File: src/hw/hsrch_pkg.sv
// constants, types and helpers of the home search error handler
//
// Summary of operation
// - drive fault in any step stops pulses at once, sets fault error and end cause
// - emergency stop in any step stops pulses at once, sets emergency bits
// - limit in index step stops instantly or decelerating, sets that limit's bits
// - limit in offset step ends it instantly or decelerating, sets limit bits
// - index already active at index step start ends search with index error
// - error summary bit is set whenever a search ends incorrectly
// - summary may read one during recovery with search direction limit active
// - a stuck limit blocks motion toward it and shows its limit error
// - near origin active at start with fast step enabled skips fast step
// - fast step hitting search limit stops there, slow step recovers irregularly
// - origin stuck active: move opposite until opposite limit, flag that limit
// - slow step at search limit reverses to opposite limit, flags that limit
// - index step at search limit stops and flags the search direction limit
// - index error clears on drive command, new search or status clear
// - driving bit is one from search start until any termination
// - decelerating or instant stop command aborts the search
package hsrch_pkg;
  // ---------------------------------------------------------------
  // register map
  // ---------------------------------------------------------------
  localparam int HSRCH_AW = 5;
  localparam logic [4:0] HSRCH_CTRL_OFS = 5'h00;
  localparam logic [4:0] HSRCH_MODE_OFS = 5'h04;
  localparam logic [4:0] HSRCH_MAIN_OFS = 5'h08;
  localparam logic [4:0] HSRCH_ERR_OFS = 5'h0C;
  localparam logic [4:0] HSRCH_END_OFS = 5'h10;
  // command bits of the control register, write only
  localparam int CTRL_START = 0;
  localparam int CTRL_DSTOP = 1;
  localparam int CTRL_ISTOP = 2;
  localparam int CTRL_CLR = 3;
  localparam int CTRL_DRIVE = 4;
  // mode: enable of step k at 2k-2, direction (1 = minus) at 2k-1
  localparam int MODE_LSTOP = 8;
  localparam logic [8:0] MODE_RST = 9'h000;
  localparam int MAIN_DRV = 0;
  localparam int MAIN_ERR = 4;
  localparam int ERR_PLIM = 2;
  localparam int ERR_NLIM = 3;
  localparam int ERR_FAULT = 4;
  localparam int ERR_EMG = 5;
  localparam int ERR_INDEX = 7;
  localparam int ERR_STATE_LSB = 8;
  localparam int END_PLIM = 12;
  localparam int END_NLIM = 13;
  localparam int END_FAULT = 14;
  localparam int END_EMG = 15;
  localparam logic [7:0] ERR_RST = 8'h00;
  localparam logic [3:0] END_RST = 4'h0;
  localparam logic [1:0] AXI_OKAY = 2'h0;
  localparam logic [1:0] AXI_SLVERR = 2'h2;
  // execution state codes shown to software
  localparam logic [4:0] CODE_IDLE = 5'h00;
  localparam logic [4:0] CODE_S1 = 5'h03;
  localparam logic [4:0] CODE_S2_REV = 5'h08;
  localparam logic [4:0] CODE_S2_OUT = 5'h0C;
  localparam logic [4:0] CODE_S2_FIND = 5'h0F;
  localparam logic [4:0] CODE_S3 = 5'h14;
  localparam logic [4:0] CODE_S4 = 5'h19;

  typedef enum logic [2:0] {
    HS_IDLE, HS_S1, HS_S2_REV, HS_S2_OUT, HS_S2_FIND, HS_S3, HS_S4, HS_DECEL
  } hsrch_state_t;

  function automatic logic hsrch_mapped(input logic [4:0] a);
    hsrch_mapped = (a == HSRCH_CTRL_OFS) || (a == HSRCH_MODE_OFS) || (a == HSRCH_MAIN_OFS) ||
                   (a == HSRCH_ERR_OFS) || (a == HSRCH_END_OFS);
  endfunction : hsrch_mapped
endpackage : hsrch_pkg

File: src/hw/hsrch_reg_if.sv
// register access path between the bus slave and the search core
`timescale 1ns/1ps
interface hsrch_reg_if #(parameter int AW = 5);
  logic wr_en;
  logic [AW-1:0] wr_addr;
  logic [31:0] wr_data;
  logic [3:0] wr_strb;
  logic [AW-1:0] rd_addr;
  logic [31:0] rd_data;
  modport bus (output wr_en, wr_addr, wr_data, wr_strb, rd_addr, input rd_data);
  modport core (input wr_en, wr_addr, wr_data, wr_strb, rd_addr, output rd_data);
endinterface : hsrch_reg_if

File: src/hw/hsrch_sync.sv
// two flip-flop synchroniser for the sensor inputs
`timescale 1ns/1ps
module hsrch_sync #(
  parameter int W = 7
) (
  input wire logic ref_clk,
  input wire logic nrst,
  input wire logic [W-1:0] din,
  output logic [W-1:0] dout
);
  logic [W-1:0] meta_ff;
  logic [W-1:0] sync_ff;

  always_ff @(posedge ref_clk) begin
    if (!nrst) begin
      meta_ff <= '0;
      sync_ff <= '0;
    end else begin
      meta_ff <= din;
      sync_ff <= meta_ff;
    end
  end

  assign dout = sync_ff;
endmodule : hsrch_sync

File: src/hw/hsrch_axil.sv
// axi4-lite slave front end for the search registers
`timescale 1ns/1ps
module hsrch_axil
  import hsrch_pkg::*;
#(
  parameter int AW = HSRCH_AW
) (
  input wire logic ref_clk,
  input wire logic nrst,
  input wire logic [AW-1:0] s_awaddr,
  input wire logic s_awvalid,
  output logic s_awready,
  input wire logic [31:0] s_wdata,
  input wire logic [3:0] s_wstrb,
  input wire logic s_wvalid,
  output logic s_wready,
  output logic [1:0] s_bresp,
  output logic s_bvalid,
  input wire logic s_bready,
  input wire logic [AW-1:0] s_araddr,
  input wire logic s_arvalid,
  output logic s_arready,
  output logic [31:0] s_rdata,
  output logic [1:0] s_rresp,
  output logic s_rvalid,
  input wire logic s_rready,
  hsrch_reg_if.bus rb
);
  logic aw_got_ff, w_got_ff, bvalid_ff, awready_ff, wready_ff;
  logic arready_ff, rvalid_ff;
  logic [AW-1:0] awaddr_ff;
  logic [31:0] wdata_ff, rdata_ff;
  logic [3:0] wstrb_ff;
  logic [1:0] bresp_ff, rresp_ff;
  logic aw_hs, w_hs, do_wr, nxt_aw_got, nxt_w_got, nxt_bvalid;

  // ---------------------------------------------------------------
  // write channel: address and data in either order
  // ---------------------------------------------------------------
  assign aw_hs = s_awvalid && awready_ff;
  assign w_hs = s_wvalid && wready_ff;
  assign do_wr = aw_got_ff && w_got_ff && !bvalid_ff;
  assign nxt_aw_got = (aw_got_ff || aw_hs) && !do_wr;
  assign nxt_w_got = (w_got_ff || w_hs) && !do_wr;
  assign nxt_bvalid = do_wr || (bvalid_ff && !s_bready);

  always_ff @(posedge ref_clk) begin
    if (!nrst) begin
      aw_got_ff <= 1'b0;
      w_got_ff <= 1'b0;
      bvalid_ff <= 1'b0;
      awready_ff <= 1'b0;
      wready_ff <= 1'b0;
      awaddr_ff <= '0;
      wdata_ff <= 32'h0000_0000;
      wstrb_ff <= 4'h0;
      bresp_ff <= AXI_OKAY;
    end else begin
      aw_got_ff <= nxt_aw_got;
      w_got_ff <= nxt_w_got;
      bvalid_ff <= nxt_bvalid;
      awready_ff <= !nxt_aw_got && !nxt_bvalid;
      wready_ff <= !nxt_w_got && !nxt_bvalid;
      if (aw_hs) begin
        awaddr_ff <= s_awaddr;
      end
      if (w_hs) begin
        wdata_ff <= s_wdata;
        wstrb_ff <= s_wstrb;
      end
      if (do_wr) begin
        bresp_ff <= hsrch_mapped(awaddr_ff) ? AXI_OKAY : AXI_SLVERR;
      end
    end
  end

  // ---------------------------------------------------------------
  // read channel
  // ---------------------------------------------------------------
  always_ff @(posedge ref_clk) begin
    if (!nrst) begin
      arready_ff <= 1'b0;
      rvalid_ff <= 1'b0;
      rdata_ff <= 32'h0000_0000;
      rresp_ff <= AXI_OKAY;
    end else if (s_arvalid && arready_ff) begin
      arready_ff <= 1'b0;
      rvalid_ff <= 1'b1;
      rdata_ff <= hsrch_mapped(s_araddr) ? rb.rd_data : 32'h0000_0000;
      rresp_ff <= hsrch_mapped(s_araddr) ? AXI_OKAY : AXI_SLVERR;
    end else if (rvalid_ff && s_rready) begin
      rvalid_ff <= 1'b0;
      arready_ff <= 1'b1;
    end else begin
      arready_ff <= !rvalid_ff;
    end
  end

  assign rb.wr_en = do_wr && hsrch_mapped(awaddr_ff);
  assign rb.wr_addr = awaddr_ff;
  assign rb.wr_data = wdata_ff;
  assign rb.wr_strb = wstrb_ff;
  assign rb.rd_addr = s_araddr;
  assign s_awready = awready_ff;
  assign s_wready = wready_ff;
  assign s_bvalid = bvalid_ff;
  assign s_bresp = bresp_ff;
  assign s_arready = arready_ff;
  assign s_rvalid = rvalid_ff;
  assign s_rdata = rdata_ff;
  assign s_rresp = rresp_ff;
endmodule : hsrch_axil

File: src/hw/hsrch_top.sv
// one axis origin search sequencer with error detection and termination
`timescale 1ns/1ps
module hsrch_top
  import hsrch_pkg::*;
(
  input wire logic ref_clk,
  input wire logic nrst,
  input wire logic [HSRCH_AW-1:0] s_awaddr,
  input wire logic s_awvalid,
  output logic s_awready,
  input wire logic [31:0] s_wdata,
  input wire logic [3:0] s_wstrb,
  input wire logic s_wvalid,
  output logic s_wready,
  output logic [1:0] s_bresp,
  output logic s_bvalid,
  input wire logic s_bready,
  input wire logic [HSRCH_AW-1:0] s_araddr,
  input wire logic s_arvalid,
  output logic s_arready,
  output logic [31:0] s_rdata,
  output logic [1:0] s_rresp,
  output logic s_rvalid,
  input wire logic s_rready,
  input wire logic drive_fault_input,
  input wire logic emergency_stop_input,
  input wire logic positive_limit_input,
  input wire logic negative_limit_input,
  input wire logic near_origin_input,
  input wire logic origin_input,
  input wire logic index_pulse_input,
  input wire logic motion_stopped,
  input wire logic offset_done,
  output logic pulse_run,
  output logic pulse_dir_minus,
  output logic fast_speed,
  output logic decel_active
);
  hsrch_reg_if #(.AW(HSRCH_AW)) rb ();
  hsrch_state_t state_ff, nxt_state;
  logic [8:0] mode_ff;
  logic [7:0] err_ff;
  logic [3:0] end_ff;
  logic [5:0] pend_ff, nxt_pend;
  logic drv_ff, sum_ff, run_ff, dir_ff, fast_ff, decel_ff;
  logic [6:0] sens;
  logic fault_s, emg_s, plim_s, nlim_s, near_s, origin_s, index_s;
  logic wr_ctrl, start_cmd, dstop_cmd, istop_cmd, clr_cmd, drive_cmd;
  logic term, active, live_lim, wipe;
  logic [5:0] cause;
  logic [2:0] go_step;

  // ---------------------------------------------------------------
  // bus and input synchronisation
  // ---------------------------------------------------------------
  hsrch_axil #(.AW(HSRCH_AW)) u_axil (
    .ref_clk(ref_clk), .nrst(nrst),
    .s_awaddr(s_awaddr), .s_awvalid(s_awvalid), .s_awready(s_awready),
    .s_wdata(s_wdata), .s_wstrb(s_wstrb), .s_wvalid(s_wvalid), .s_wready(s_wready),
    .s_bresp(s_bresp), .s_bvalid(s_bvalid), .s_bready(s_bready),
    .s_araddr(s_araddr), .s_arvalid(s_arvalid), .s_arready(s_arready),
    .s_rdata(s_rdata), .s_rresp(s_rresp), .s_rvalid(s_rvalid), .s_rready(s_rready),
    .rb(rb)
  );

  hsrch_sync #(.W(7)) u_sync (
    .ref_clk(ref_clk), .nrst(nrst),
    .din({drive_fault_input, emergency_stop_input, positive_limit_input,
          negative_limit_input, near_origin_input, origin_input, index_pulse_input}),
    .dout(sens)
  );
  assign {fault_s, emg_s, plim_s, nlim_s, near_s, origin_s, index_s} = sens;

  assign wr_ctrl = rb.wr_en && (rb.wr_addr == HSRCH_CTRL_OFS) && rb.wr_strb[0];
  assign start_cmd = wr_ctrl && rb.wr_data[CTRL_START];
  assign dstop_cmd = wr_ctrl && rb.wr_data[CTRL_DSTOP];
  assign istop_cmd = wr_ctrl && rb.wr_data[CTRL_ISTOP];
  assign clr_cmd = wr_ctrl && rb.wr_data[CTRL_CLR];
  assign drive_cmd = wr_ctrl && rb.wr_data[CTRL_DRIVE];
  assign active = (state_ff != HS_IDLE);
  assign wipe = clr_cmd || (start_cmd && !active);

  function automatic logic lim_of(input logic minus, input logic p, input logic n);
    lim_of = minus ? n : p;
  endfunction : lim_of

  // cause vector: {index, emg, fault, nlim, plim, unused}
  function automatic logic [5:0] lim_cause(input logic minus);
    lim_cause = minus ? 6'h04 : 6'h02;
  endfunction : lim_cause

  function automatic logic [4:0] code_of(input hsrch_state_t s);
    case (s)
      HS_S1: code_of = CODE_S1;
      HS_S2_REV: code_of = CODE_S2_REV;
      HS_S2_OUT: code_of = CODE_S2_OUT;
      HS_S2_FIND: code_of = CODE_S2_FIND;
      HS_S3: code_of = CODE_S3;
      HS_S4: code_of = CODE_S4;
      default: code_of = CODE_IDLE;
    endcase
  endfunction : code_of

  // ---------------------------------------------------------------
  // sequencer
  // ---------------------------------------------------------------
  always_comb begin
    nxt_state = state_ff;
    go_step = 3'd0;
    term = 1'b0;
    cause = 6'h00;
    case (state_ff)
      HS_IDLE: begin
        if (start_cmd) begin
          go_step = 3'd1;
        end
      end
      HS_S1: begin
        if (near_s || lim_of(mode_ff[1], plim_s, nlim_s)) begin
          go_step = 3'd2;
        end
      end
      HS_S2_REV: begin
        if (origin_s) begin
          nxt_state = HS_S2_OUT;
        end else if (lim_of(!mode_ff[3], plim_s, nlim_s)) begin
          cause = lim_cause(!mode_ff[3]);
          term = 1'b1;
        end
      end
      HS_S2_OUT: begin
        if (!origin_s) begin
          nxt_state = HS_S2_FIND;
        end else if (lim_of(!mode_ff[3], plim_s, nlim_s)) begin
          cause = lim_cause(!mode_ff[3]);
          term = 1'b1;
        end
      end
      HS_S2_FIND: begin
        if (origin_s) begin
          go_step = 3'd3;
        end else if (lim_of(mode_ff[3], plim_s, nlim_s)) begin
          nxt_state = HS_S2_REV;
        end
      end
      HS_S3, HS_S4: begin
        if (state_ff == HS_S3 && index_s) begin
          go_step = 3'd4;
        end else if (state_ff == HS_S4 && offset_done) begin
          go_step = 3'd5;
        end else if (plim_s || nlim_s) begin
          cause = {3'h0, nlim_s, plim_s, 1'b0};
          if (mode_ff[MODE_LSTOP]) begin
            nxt_state = HS_DECEL;
          end else begin
            term = 1'b1;
          end
        end
      end
      HS_DECEL: begin
        if (motion_stopped) begin
          term = 1'b1;
        end
      end
      default: begin
        term = 1'b1;
      end
    endcase
    // skip disabled steps; near origin already active skips the fast step
    for (int k = 1; k <= 4; k++) begin
      if (go_step == 3'(k) && (!mode_ff[2*k-2] || (k == 1 && near_s))) begin
        go_step = 3'(k + 1);
      end
    end
    case (go_step)
      3'd1: nxt_state = HS_S1;
      3'd2: begin
        if (lim_of(mode_ff[3], plim_s, nlim_s)) begin
          nxt_state = HS_S2_REV;
        end else if (origin_s) begin
          nxt_state = HS_S2_OUT;
        end else begin
          nxt_state = HS_S2_FIND;
        end
      end
      3'd3: begin
        if (index_s) begin
          cause = 6'h20;
          term = 1'b1;
        end else begin
          nxt_state = HS_S3;
        end
      end
      3'd4: nxt_state = HS_S4;
      3'd5: term = 1'b1;
      default: begin
      end
    endcase
    if (active && (fault_s || emg_s)) begin
      cause = cause | {1'b0, emg_s, fault_s, 3'h0};
      term = 1'b1;
    end else if (active && istop_cmd) begin
      term = 1'b1;
    end else if (active && dstop_cmd && !term) begin
      nxt_state = HS_DECEL;
    end
    if (term) begin
      nxt_state = HS_IDLE;
    end
    nxt_pend = ((start_cmd && !active) ? 6'h00 : pend_ff) | cause;
  end

  always_ff @(posedge ref_clk) begin
    if (!nrst) begin
      state_ff <= HS_IDLE;
      pend_ff <= 6'h00;
    end else begin
      state_ff <= nxt_state;
      pend_ff <= term ? 6'h00 : nxt_pend;
    end
  end

  // ---------------------------------------------------------------
  // motion outputs
  // ---------------------------------------------------------------
  always_ff @(posedge ref_clk) begin
    if (!nrst) begin
      run_ff <= 1'b0;
      dir_ff <= 1'b0;
      fast_ff <= 1'b0;
      decel_ff <= 1'b0;
    end else begin
      run_ff <= (nxt_state != HS_IDLE);
      decel_ff <= (nxt_state == HS_DECEL);
      fast_ff <= (nxt_state == HS_S1) || (nxt_state == HS_S4);
      case (nxt_state)
        HS_S1: dir_ff <= mode_ff[1];
        HS_S2_REV, HS_S2_OUT: dir_ff <= !mode_ff[3];
        HS_S2_FIND: dir_ff <= mode_ff[3];
        HS_S3: dir_ff <= mode_ff[5];
        HS_S4: dir_ff <= mode_ff[7];
        default: dir_ff <= dir_ff;
      endcase
    end
  end

  // ---------------------------------------------------------------
  // status registers
  // ---------------------------------------------------------------
  always_ff @(posedge ref_clk) begin
    if (!nrst) begin
      mode_ff <= MODE_RST;
    end else if (rb.wr_en && rb.wr_addr == HSRCH_MODE_OFS) begin
      if (rb.wr_strb[0]) begin
        mode_ff[7:0] <= rb.wr_data[7:0];
      end
      if (rb.wr_strb[1]) begin
        mode_ff[8] <= rb.wr_data[8];
      end
    end
  end

  always_ff @(posedge ref_clk) begin
    if (!nrst) begin
      drv_ff <= 1'b0;
    end else if (term) begin
      drv_ff <= 1'b0;
    end else if (start_cmd && !active) begin
      drv_ff <= 1'b1;
    end
  end

  // set wins over any clear arriving in the same cycle
  always_ff @(posedge ref_clk) begin
    if (!nrst) begin
      err_ff <= ERR_RST;
      end_ff <= END_RST;
    end else begin
      if (wipe) begin
        err_ff <= ERR_RST;
        end_ff <= END_RST;
      end else if (drive_cmd) begin
        err_ff[ERR_INDEX] <= 1'b0;
      end
      if (term) begin
        err_ff[ERR_PLIM] <= (err_ff[ERR_PLIM] && !wipe) | nxt_pend[1];
        err_ff[ERR_NLIM] <= (err_ff[ERR_NLIM] && !wipe) | nxt_pend[2];
        err_ff[ERR_FAULT] <= (err_ff[ERR_FAULT] && !wipe) | nxt_pend[3];
        err_ff[ERR_EMG] <= (err_ff[ERR_EMG] && !wipe) | nxt_pend[4];
        err_ff[ERR_INDEX] <= (err_ff[ERR_INDEX] && !wipe && !drive_cmd) | nxt_pend[5];
        end_ff <= (end_ff & {4{!wipe}}) | nxt_pend[4:1];
      end
    end
  end

  assign live_lim = ((state_ff == HS_S1) && lim_of(mode_ff[1], plim_s, nlim_s)) ||
                    ((state_ff == HS_S2_REV) && lim_of(mode_ff[3], plim_s, nlim_s));

  always_ff @(posedge ref_clk) begin
    if (!nrst) begin
      sum_ff <= 1'b0;
    end else begin
      sum_ff <= (|nxt_pend[5:1] && term) || (|err_ff && !(clr_cmd || start_cmd)) ||
                live_lim;
    end
  end

  always_comb begin
    rb.rd_data = 32'h0000_0000;
    case (rb.rd_addr)
      HSRCH_MODE_OFS: rb.rd_data[8:0] = mode_ff;
      HSRCH_MAIN_OFS: begin
        rb.rd_data[MAIN_DRV] = drv_ff;
        rb.rd_data[MAIN_ERR] = sum_ff;
      end
      HSRCH_ERR_OFS: rb.rd_data[ERR_STATE_LSB+4:0] = {code_of(state_ff), err_ff};
      HSRCH_END_OFS: rb.rd_data[END_EMG:END_PLIM] = end_ff;
      default: rb.rd_data = 32'h0000_0000;
    endcase
  end

  assign pulse_run = run_ff;
  assign pulse_dir_minus = dir_ff;
  assign fast_speed = fast_ff;
  assign decel_active = decel_ff;
endmodule : hsrch_top

File: config.mk
export PLATFORM = sky130hd
export DESIGN_NAME = hsrch_top
export DESIGN_NICKNAME = d
export VERILOG_FILES = /design/src/hw/hsrch_pkg.sv /design/src/hw/hsrch_reg_if.sv /design/src/hw/hsrch_sync.sv /design/src/hw/hsrch_axil.sv /design/src/hw/hsrch_top.sv
export SDC_FILE = /design/constraint.sdc
export NUM_CORES = 1
export LEC_CHECK = 0
export BUFFER_PORTS_ARGS = -buffer_cell sky130_fd_sc_hd__buf_2
export CAP_MARGIN = 20
export CORE_MARGIN = 2
export CORE_UTILIZATION = 51
export CTS_BUF_LIST = sky130_fd_sc_hd__clkbuf_8
export DETAILED_ROUTE_END_ITERATION = 8
export PLACE_DENSITY = 0.83
export SYNTH_ARGS = -nofsm -noshare
export SYNTH_HDL_FRONTEND = slang
export SYNTH_SLANG_ARGS = --single-unit
File: constraint.sdc
create_clock -name ref_clk -period 6.78 [get_ports ref_clk]
set_input_delay 0.678 -clock ref_clk [delete_from_list [all_inputs] [get_ports ref_clk]]
set_output_delay 0.678 -clock ref_clk [all_outputs]
set_load 0.02 [all_outputs]
After elaboration in Yosys (flattened, before gate mapping):

Index checks and enable logic that the tools add are counted.

* equal/unequal tests: 31
* reduce and logical (&&, ||, !) cells: 96
* bitwise logic cells: 10
* multiplexer cells: 77

Operators with widths (number)
* $mux W3: 30
* $logic_and A1 B1 Y1: 41
* $pmux W3 S4: 3
* $eq A3 B3 Y1 const B: 11
* $mux W6: 5
* $pmux W5 S6: 1
* $eq A3 B2 Y1 const B: 8
* $logic_or A1 B1 Y1: 21
* $mux W1: 21
* $eq A5 B4 Y1 const B: 4
* $logic_not A1 Y1: 17
* $mux W16: 1
* $eq A3 B1 Y1 const B: 4
* $mux W4: 3
* $eq A5 B3 Y1 const B: 2
* $eq A5 B5 Y1 const B: 2
* $logic_not A5 Y1: 2
* $reduce_or A5 Y1: 2
* $pmux W3 S3: 1
* $reduce_bool A3 Y1: 3
* $mux W2: 4
* $pmux W4 S2: 1
* $reduce_or A2 Y1: 4
* $or A6 B5 Y6: 1
* 14 further kinds: 22

* output and inout port bits: 45
* register bits: 106
* logic and storage cells: 242

Logic depth before layout (Yosys ltp):

* word-level depth: 34
* mapped depth: 13
* mapped depth without buffers: 10

Hierarchy:

Synthesis repeated with hierarchy kept, for this count alone.

* cells, all modules: 676
* area total of the unflattened synthesis: 5967.0 um^2

By module, submodules not included
* hsrch_axil: instances 1, area an instance 3378.2 um^2, sequential area each 1641.6 um^2, cells an instance 365
* hsrch_top: instances 1, area an instance 2197.1 um^2, sequential area each 640.6 um^2, cells an instance 282
* hsrch_sync: instances 1, area an instance 391.6 um^2, sequential area each 280.3 um^2, cells an instance 29

Worst setup path before layout:

Ideal clock, no wire load.

* kind: register to register
* from: register u_axil.bvalid_ff (netlist: u_axil.s_bvalid)
* to: register dir_ff (netlist: pulse_dir_minus)
* data arrival time: 2732 ps
* setup time: 129 ps
* required time: 6651 ps
* path slack: 3918 ps
* cell stages (with the launch flop): 11
* path buffers: 1
* clock period less this slack: 2862 ps
* cell sequence: dfxtp_1 > and3b_1 > nand4_1 > buf_2 > a21oi_1 > a2111oi_2 > nand2_1 > a2111o_1 > and3_1 > o311ai_2 > o31ai_2

* cells in the longest elaborated chain, start to end: 31

Ends and longest elaborated chain
* from (decl): line hsrch_axil.sv:29 `logic aw_got_ff, w_got_ff, bvalid_ff, awready_ff, wready_ff;`
* from (signal assigned): line hsrch_axil.sv:61 `bvalid_ff <= nxt_bvalid;`
* $logic_not A1 Y1 (*): line hsrch_axil.sv:42 `assign do_wr = aw_got_ff && w_got_ff && !bvalid_ff;`
* $logic_and A1 B1 Y1 (*): line hsrch_axil.sv:42
* $logic_and A1 B1 Y1 (*): line hsrch_axil.sv:99 `assign rb.wr_en = do_wr && hsrch_mapped(awaddr_ff);`
* $logic_and A1 B1 Y1 (*) (2 in a row): line hsrch_top.sv:74 `assign wr_ctrl = rb.wr_en && (rb.wr_addr == HSRCH_CTRL_OFS) && rb.wr_strb[0];`
* $logic_and A1 B1 Y1: line hsrch_top.sv:75 `assign start_cmd = wr_ctrl && rb.wr_data[CTRL_START];`
* $mux W1: line hsrch_top.sv:114 `if (start_cmd) begin`
* $pmux W3 S4: line hsrch_top.sv:112 `case (state_ff)`
* $eq A3 B1 Y1: line hsrch_top.sv:171 `if (go_step == 3'(k) && (!mode_ff[2*k-2] || (k == 1 && near_s))) begin`
* [14 not listed]
* $logic_and A1 B1 Y1: line hsrch_top.sv:204 `end else if (active && dstop_cmd && !term) begin`
* $mux W3: line hsrch_top.sv:204
* $mux W3: line hsrch_top.sv:202 `end else if (active && istop_cmd) begin`
* $mux W3: line hsrch_top.sv:199 `if (active && (fault_s || emg_s)) begin`
* $mux W3 (*): line hsrch_top.sv:207 `if (term) begin`
* $eq A3 B2 Y1: line hsrch_top.sv:236 `case (nxt_state)`
* $reduce_or A2 Y1: line hsrch_top.sv:236
* $pmux W1 S5 / $reduce_bool A5 Y1 (equally long branches)
* to (signal assigned): line hsrch_top.sv:237 `HS_S1: dir_ff <= mode_ff[1];`
* to (signal assigned): line hsrch_top.sv:238 `HS_S2_REV, HS_S2_OUT: dir_ff <= !mode_ff[3];`
* to (signal assigned): line hsrch_top.sv:239 `HS_S2_FIND: dir_ff <= mode_ff[3];`
* to (decl): line hsrch_top.sv:45 `logic drv_ff, sum_ff, run_ff, dir_ff, fast_ff, decel_ff;`

Every way passes the cells marked *; elsewhere a longest branch is shown, timed or not.
A chain may end at the register's enable or synchronous reset.

Worst setup path after layout:

* from: register state_ff[2]
* to: register dir_ff (netlist: pulse_dir_minus)

* cells in the longest elaborated chain, start to end: 28

Ends and longest elaborated chain
* from (decl): line hsrch_top.sv:40 `hsrch_state_t state_ff, nxt_state;`
* from (signal assigned): line hsrch_top.sv:218 `state_ff <= nxt_state;`
* $eq A3 B3 Y1: line hsrch_top.sv:112, hsrch_top.sv:149
* $logic_and A1 B1 Y1: line hsrch_top.sv:149 `end else if (state_ff == HS_S4 && offset_done) begin`
* $mux W3: line hsrch_top.sv:149
* $mux W3: line hsrch_top.sv:147 `if (state_ff == HS_S3 && index_s) begin`
* $pmux W3 S4: line hsrch_top.sv:112
* $eq A3 B1 Y1: line hsrch_top.sv:171
* $logic_and A1 B1 Y1: line hsrch_top.sv:171
* $mux W3: line hsrch_top.sv:171
* [12 not listed]
* $logic_and A1 B1 Y1: line hsrch_top.sv:204
* $mux W3: line hsrch_top.sv:204
* $mux W3: line hsrch_top.sv:202
* $mux W3: line hsrch_top.sv:199
* $mux W3 (*): line hsrch_top.sv:207
* $eq A3 B2 Y1: line hsrch_top.sv:236
* $reduce_or A2 Y1: line hsrch_top.sv:236
* $pmux W1 S5 / $reduce_bool A5 Y1 (equally long branches)

Marked as above.

==> run_results.csv <==
group,metric,value,unit
power_and_ir_drop,p_leak,1.883,nW
setup_path,worstPathMaxFanout,19,
sta,tns,0,ps
global_route,top_usage_layer,"met2",
global_route,grt_overflow,0,
setup_path,slowest_delay,570,ps
global_route,first_global_vias,3258,
setup_path,reg2reg_slack,3070,ps
cts,post_cts_buffers,0,
sta,final_min_period_over_clock_period,0.5478,
setup_path,slowest_stage,"dfxtp_1",
sta,finalSetupViolCount,0,
finish,nNetsFinal,568,
cts,htreeDepth,3,
power_and_ir_drop,vdd_ir_drop_max,0.1066,mV
cts,cts_hold_buffers,0,
setup_path,worstPathRequired,7010,ps
finish,final_cell_mix,"87 x dfxtp_1, 63 x nand2_1, 63 x buf_2",
outcome,outcome,"finished, final reports clean",
cts,clock-sinks,87,
sta,worst_slew_pin_slew,959.3,ps
yosys,synth_edf_count,0,
cts,cts.reportedPaths.clkPinSlew,80,ps
global_route,track_usage,0.2200,
yosys,synth.distinct_cells,65,
placement,io_buffer_count,63,
global_route,met2_usage,0.3609,
global_route,gr-usage-met1,0.2835,
cts,ctsResizeCount,0,
yosys,synthCells,458,
setup_path,cpMostUsedCell,"nand2_1",
global_route,grt_use_met3,0.04190,
drt,vias_per_cell,5.574,
placement,dpl.hpwl,6592,um
cts,clk_latency,350,ps
setup_path,cp.arrival,3950,ps
cts,root_buffer,"clkbuf_8",
placement,dpl_cell_area,4339,um^2
setup_path,critPathLaunchType,"flip-flop",
finish,areaGrowthSynthToFinish,10.89,%
finish,diodes,0,
floorplan,die-area,8750,um^2
floorplan,rows,32,
min_path,hold_depth,1,
yosys,ys.flop_type,"dfxtp_1",
sta,fin_skew,9.597,ps
sta,fmax,269.2,MHz
min_path,hold_path.startpoint,"u_sync.meta_ff[0]$_SDFF_PN0_",
placement,globalplace.congestion,0.9206,
floorplan,core_area,7767,um^2
floorplan,ios,107,
min_path,hp-class,"reg2reg",
setup_path,cp_num_buf_inv,1,
floorplan,fp.dieH,93.54,um
yosys,ys_ff_latch,87,
cts,cts_tree,"yes",
cts,numCtsBuffers,9,
yosys,ys_async_sr_fraction,0,
finish,drive_above_1_share,0.1859,
yosys,yosysSeqAreaShare,0.4259,
floorplan,die_w,93.54,um
setup_path,end_kind,"flip-flop",
finish,layout_commonest_cell,"dfxtp_1",
sta,rsz0062_at_grt,"no",
drt,wl_per_cell,15.07,um
power_and_ir_drop,power_density,201.9,nW/um^2
sta,slew_violations,0,
setup_path,r2r_end,"pulse_dir_minus$_SDFFE_PN0P_",
sta,hold_violations,0,
floorplan,initial_core_util,0.5264,
drt,ant_nets,0,
setup_path,critical_path.top_delay_family,"simple AND/OR/NAND/NOR gates",
cts,cts_buffer_depth,2,
setup_path,r2r-start,"state_ff[2]$_SDFF_PN0_",
setup_path,r2r_cells,10,
drt,dr.first_iter.drc_count,274,
setup_path,critical_path_class,"reg2reg",
yosys,syn_area,4089,um^2
drt,drc_errors,0,
global_route,antenna_found_initial,0,
sta,maxSlewHeadroom,0.3537,
global_route,grt_pass1_wl,15340,um
finish,design_area,4534,um^2
drt,vias,3417,
sta,min_period,3714,ps
yosys,syn_area_per_cell,8.928,um^2
drt,wl,9239,um
run,maxCapViolCount,0,
drt,dr.pass1.iters,5,
setup_path,path_cells,"nor4b_4 -> nand4_1 -> a211o_1 -> a221oi_2 -> nand2_1 -> a21oi_2 -> or2_1 -> inv_2 -> nand2_1 -> o31ai_2",
global_route,grt_max_degree,80,
min_path,holdPathEnd,"u_sync.dout[0]$_SDFF_PN0_",
yosys,yosys_warnings,0,
-- power by group --
group          switching [W]  total (W)  internal [W]
clock               0.000178   0.000320      0.000142
sequential         0.0000104   0.000533      0.000523
combinational      0.0000381  0.0000626     0.0000245
total               0.000226   0.000915      0.000689
-- worst reg2reg max path: cells and delay by family (launching register included) --
kind,cells,cell delay [ps]
flops,1,570
compound gates,4,1220
buf+inv,1,110
simple gates,5,1700
-- registers in the layout (all words and copies together), names as in the netlist, 2 cells and up --
name / flops
mode_ff: 9
pend_ff: 5
u_axil.rb.wr_addr: 5
u_sync.meta_ff: 7
u_sync.dout: 7
u_axil.rb.wr_data: 9
state_ff: 3
u_axil.s_rdata: 16
end_ff: 4
u_axil.rb.wr_strb: 2
err_ff: 5
-- routing by layer --
layer | routed length, um | vias to the layer above
li1 | - | 1684
met1 | 4007 | 1586
met2 | 4415 | 129
met3 | 624 | 18
met4 | 192 | 0
met5 | 0 | -
-- synth_stat cells, drive strengths merged (2+ instances only) --
cell type	instances	area, um^2
dfxtp	87	1742
a22oi	12	90.09
o21ai	16	80.08
and3b	2	17.52
nand3b	4	30.03
a21boi	29	217.7
a21o	2	15.01
o311ai	2	25.03
nor2	20	75.07
nor3	5	25.02
mux2i	16	160.2
a221oi	2	30.03
or3	4	25.02
nand2b	10	77.58
a32oi	2	17.52
nand4	3	18.77
a222oi	5	50.05
or2	3	18.77
a22o	2	17.52
nor3b	2	15.01
a2111oi	2	42.54
nor4b	3	41.29
and2	17	106.4
a31o	2	17.52
clkbuf	19	71.32
buf	25	185.2
nor2b	26	162.7
o22ai	5	43.79
and3	14	87.58
a21oi	16	95.10
nand3	11	55.05
inv	8	30.03
nand2	63	236.5
-- cell families after synthesis --
group / Yosys count / share of synthesized area
xor+xnor: 1 / 0.002142
flops: 87 / 0.4259
simple gates: 190 / 0.2482
buf+inv: 52 / 0.07007
other cells: 1 / 0.0009171
compound gates: 111 / 0.2136
mux: 16 / 0.03917
-- stage by stage --
step                instances  total power, W  setup slack, ps  hold WS, ps  utilization
CTS                       612       0.0009250             3104        437.3       0.5812
detailed placement        596       0.0006064             3085        419.3       0.5586
global placement          596       0.0006042             3148        418.2       0.5586
finish                    613       0.0009154             3066        436.2       0.5838
floorplan                 475       0.0005912             3918        411.9            -
global route              613       0.0009577             2811        463.1       0.5838
-- final cells by class --
type | instances | area, um^2
inverters | 8 | 30.03
multi-input cells | 336 | 2125
fillers | 726 | 3233
clock buffers | 10 | 137.6
well taps | 102 | 127.6
repair buffers | 64 | 335.3
clock inverters | 6 | 37.54
flip-flops and latches | 87 | 1742
-- worst max path at each step --
| stage | start | to | slack (ps) | cells after the start |
|---|---|---|---|---|
| finish | state_ff[2]$_SDFF_PN0_ | pulse_dir_minus$_SDFFE_PN0P_ | 3070 | 10 |
| detailed placement | state_ff[2]$_SDFF_PN0_ | pulse_dir_minus$_SDFFE_PN0P_ | 3080 | 10 |
| global placement | state_ff[2]$_SDFF_PN0_ | pulse_dir_minus$_SDFFE_PN0P_ | 3150 | 10 |
| CTS | state_ff[2]$_SDFF_PN0_ | pulse_dir_minus$_SDFFE_PN0P_ | 3100 | 10 |
| floorplan | u_axil.s_bvalid$_SDFF_PN0_ | pulse_dir_minus$_SDFFE_PN0P_ | 3920 | 10 |
| global route | state_ff[2]$_SDFF_PN0_ | pulse_dir_minus$_SDFFE_PN0P_ | 2810 | 10 |
(Power assumes the default switching activity.)
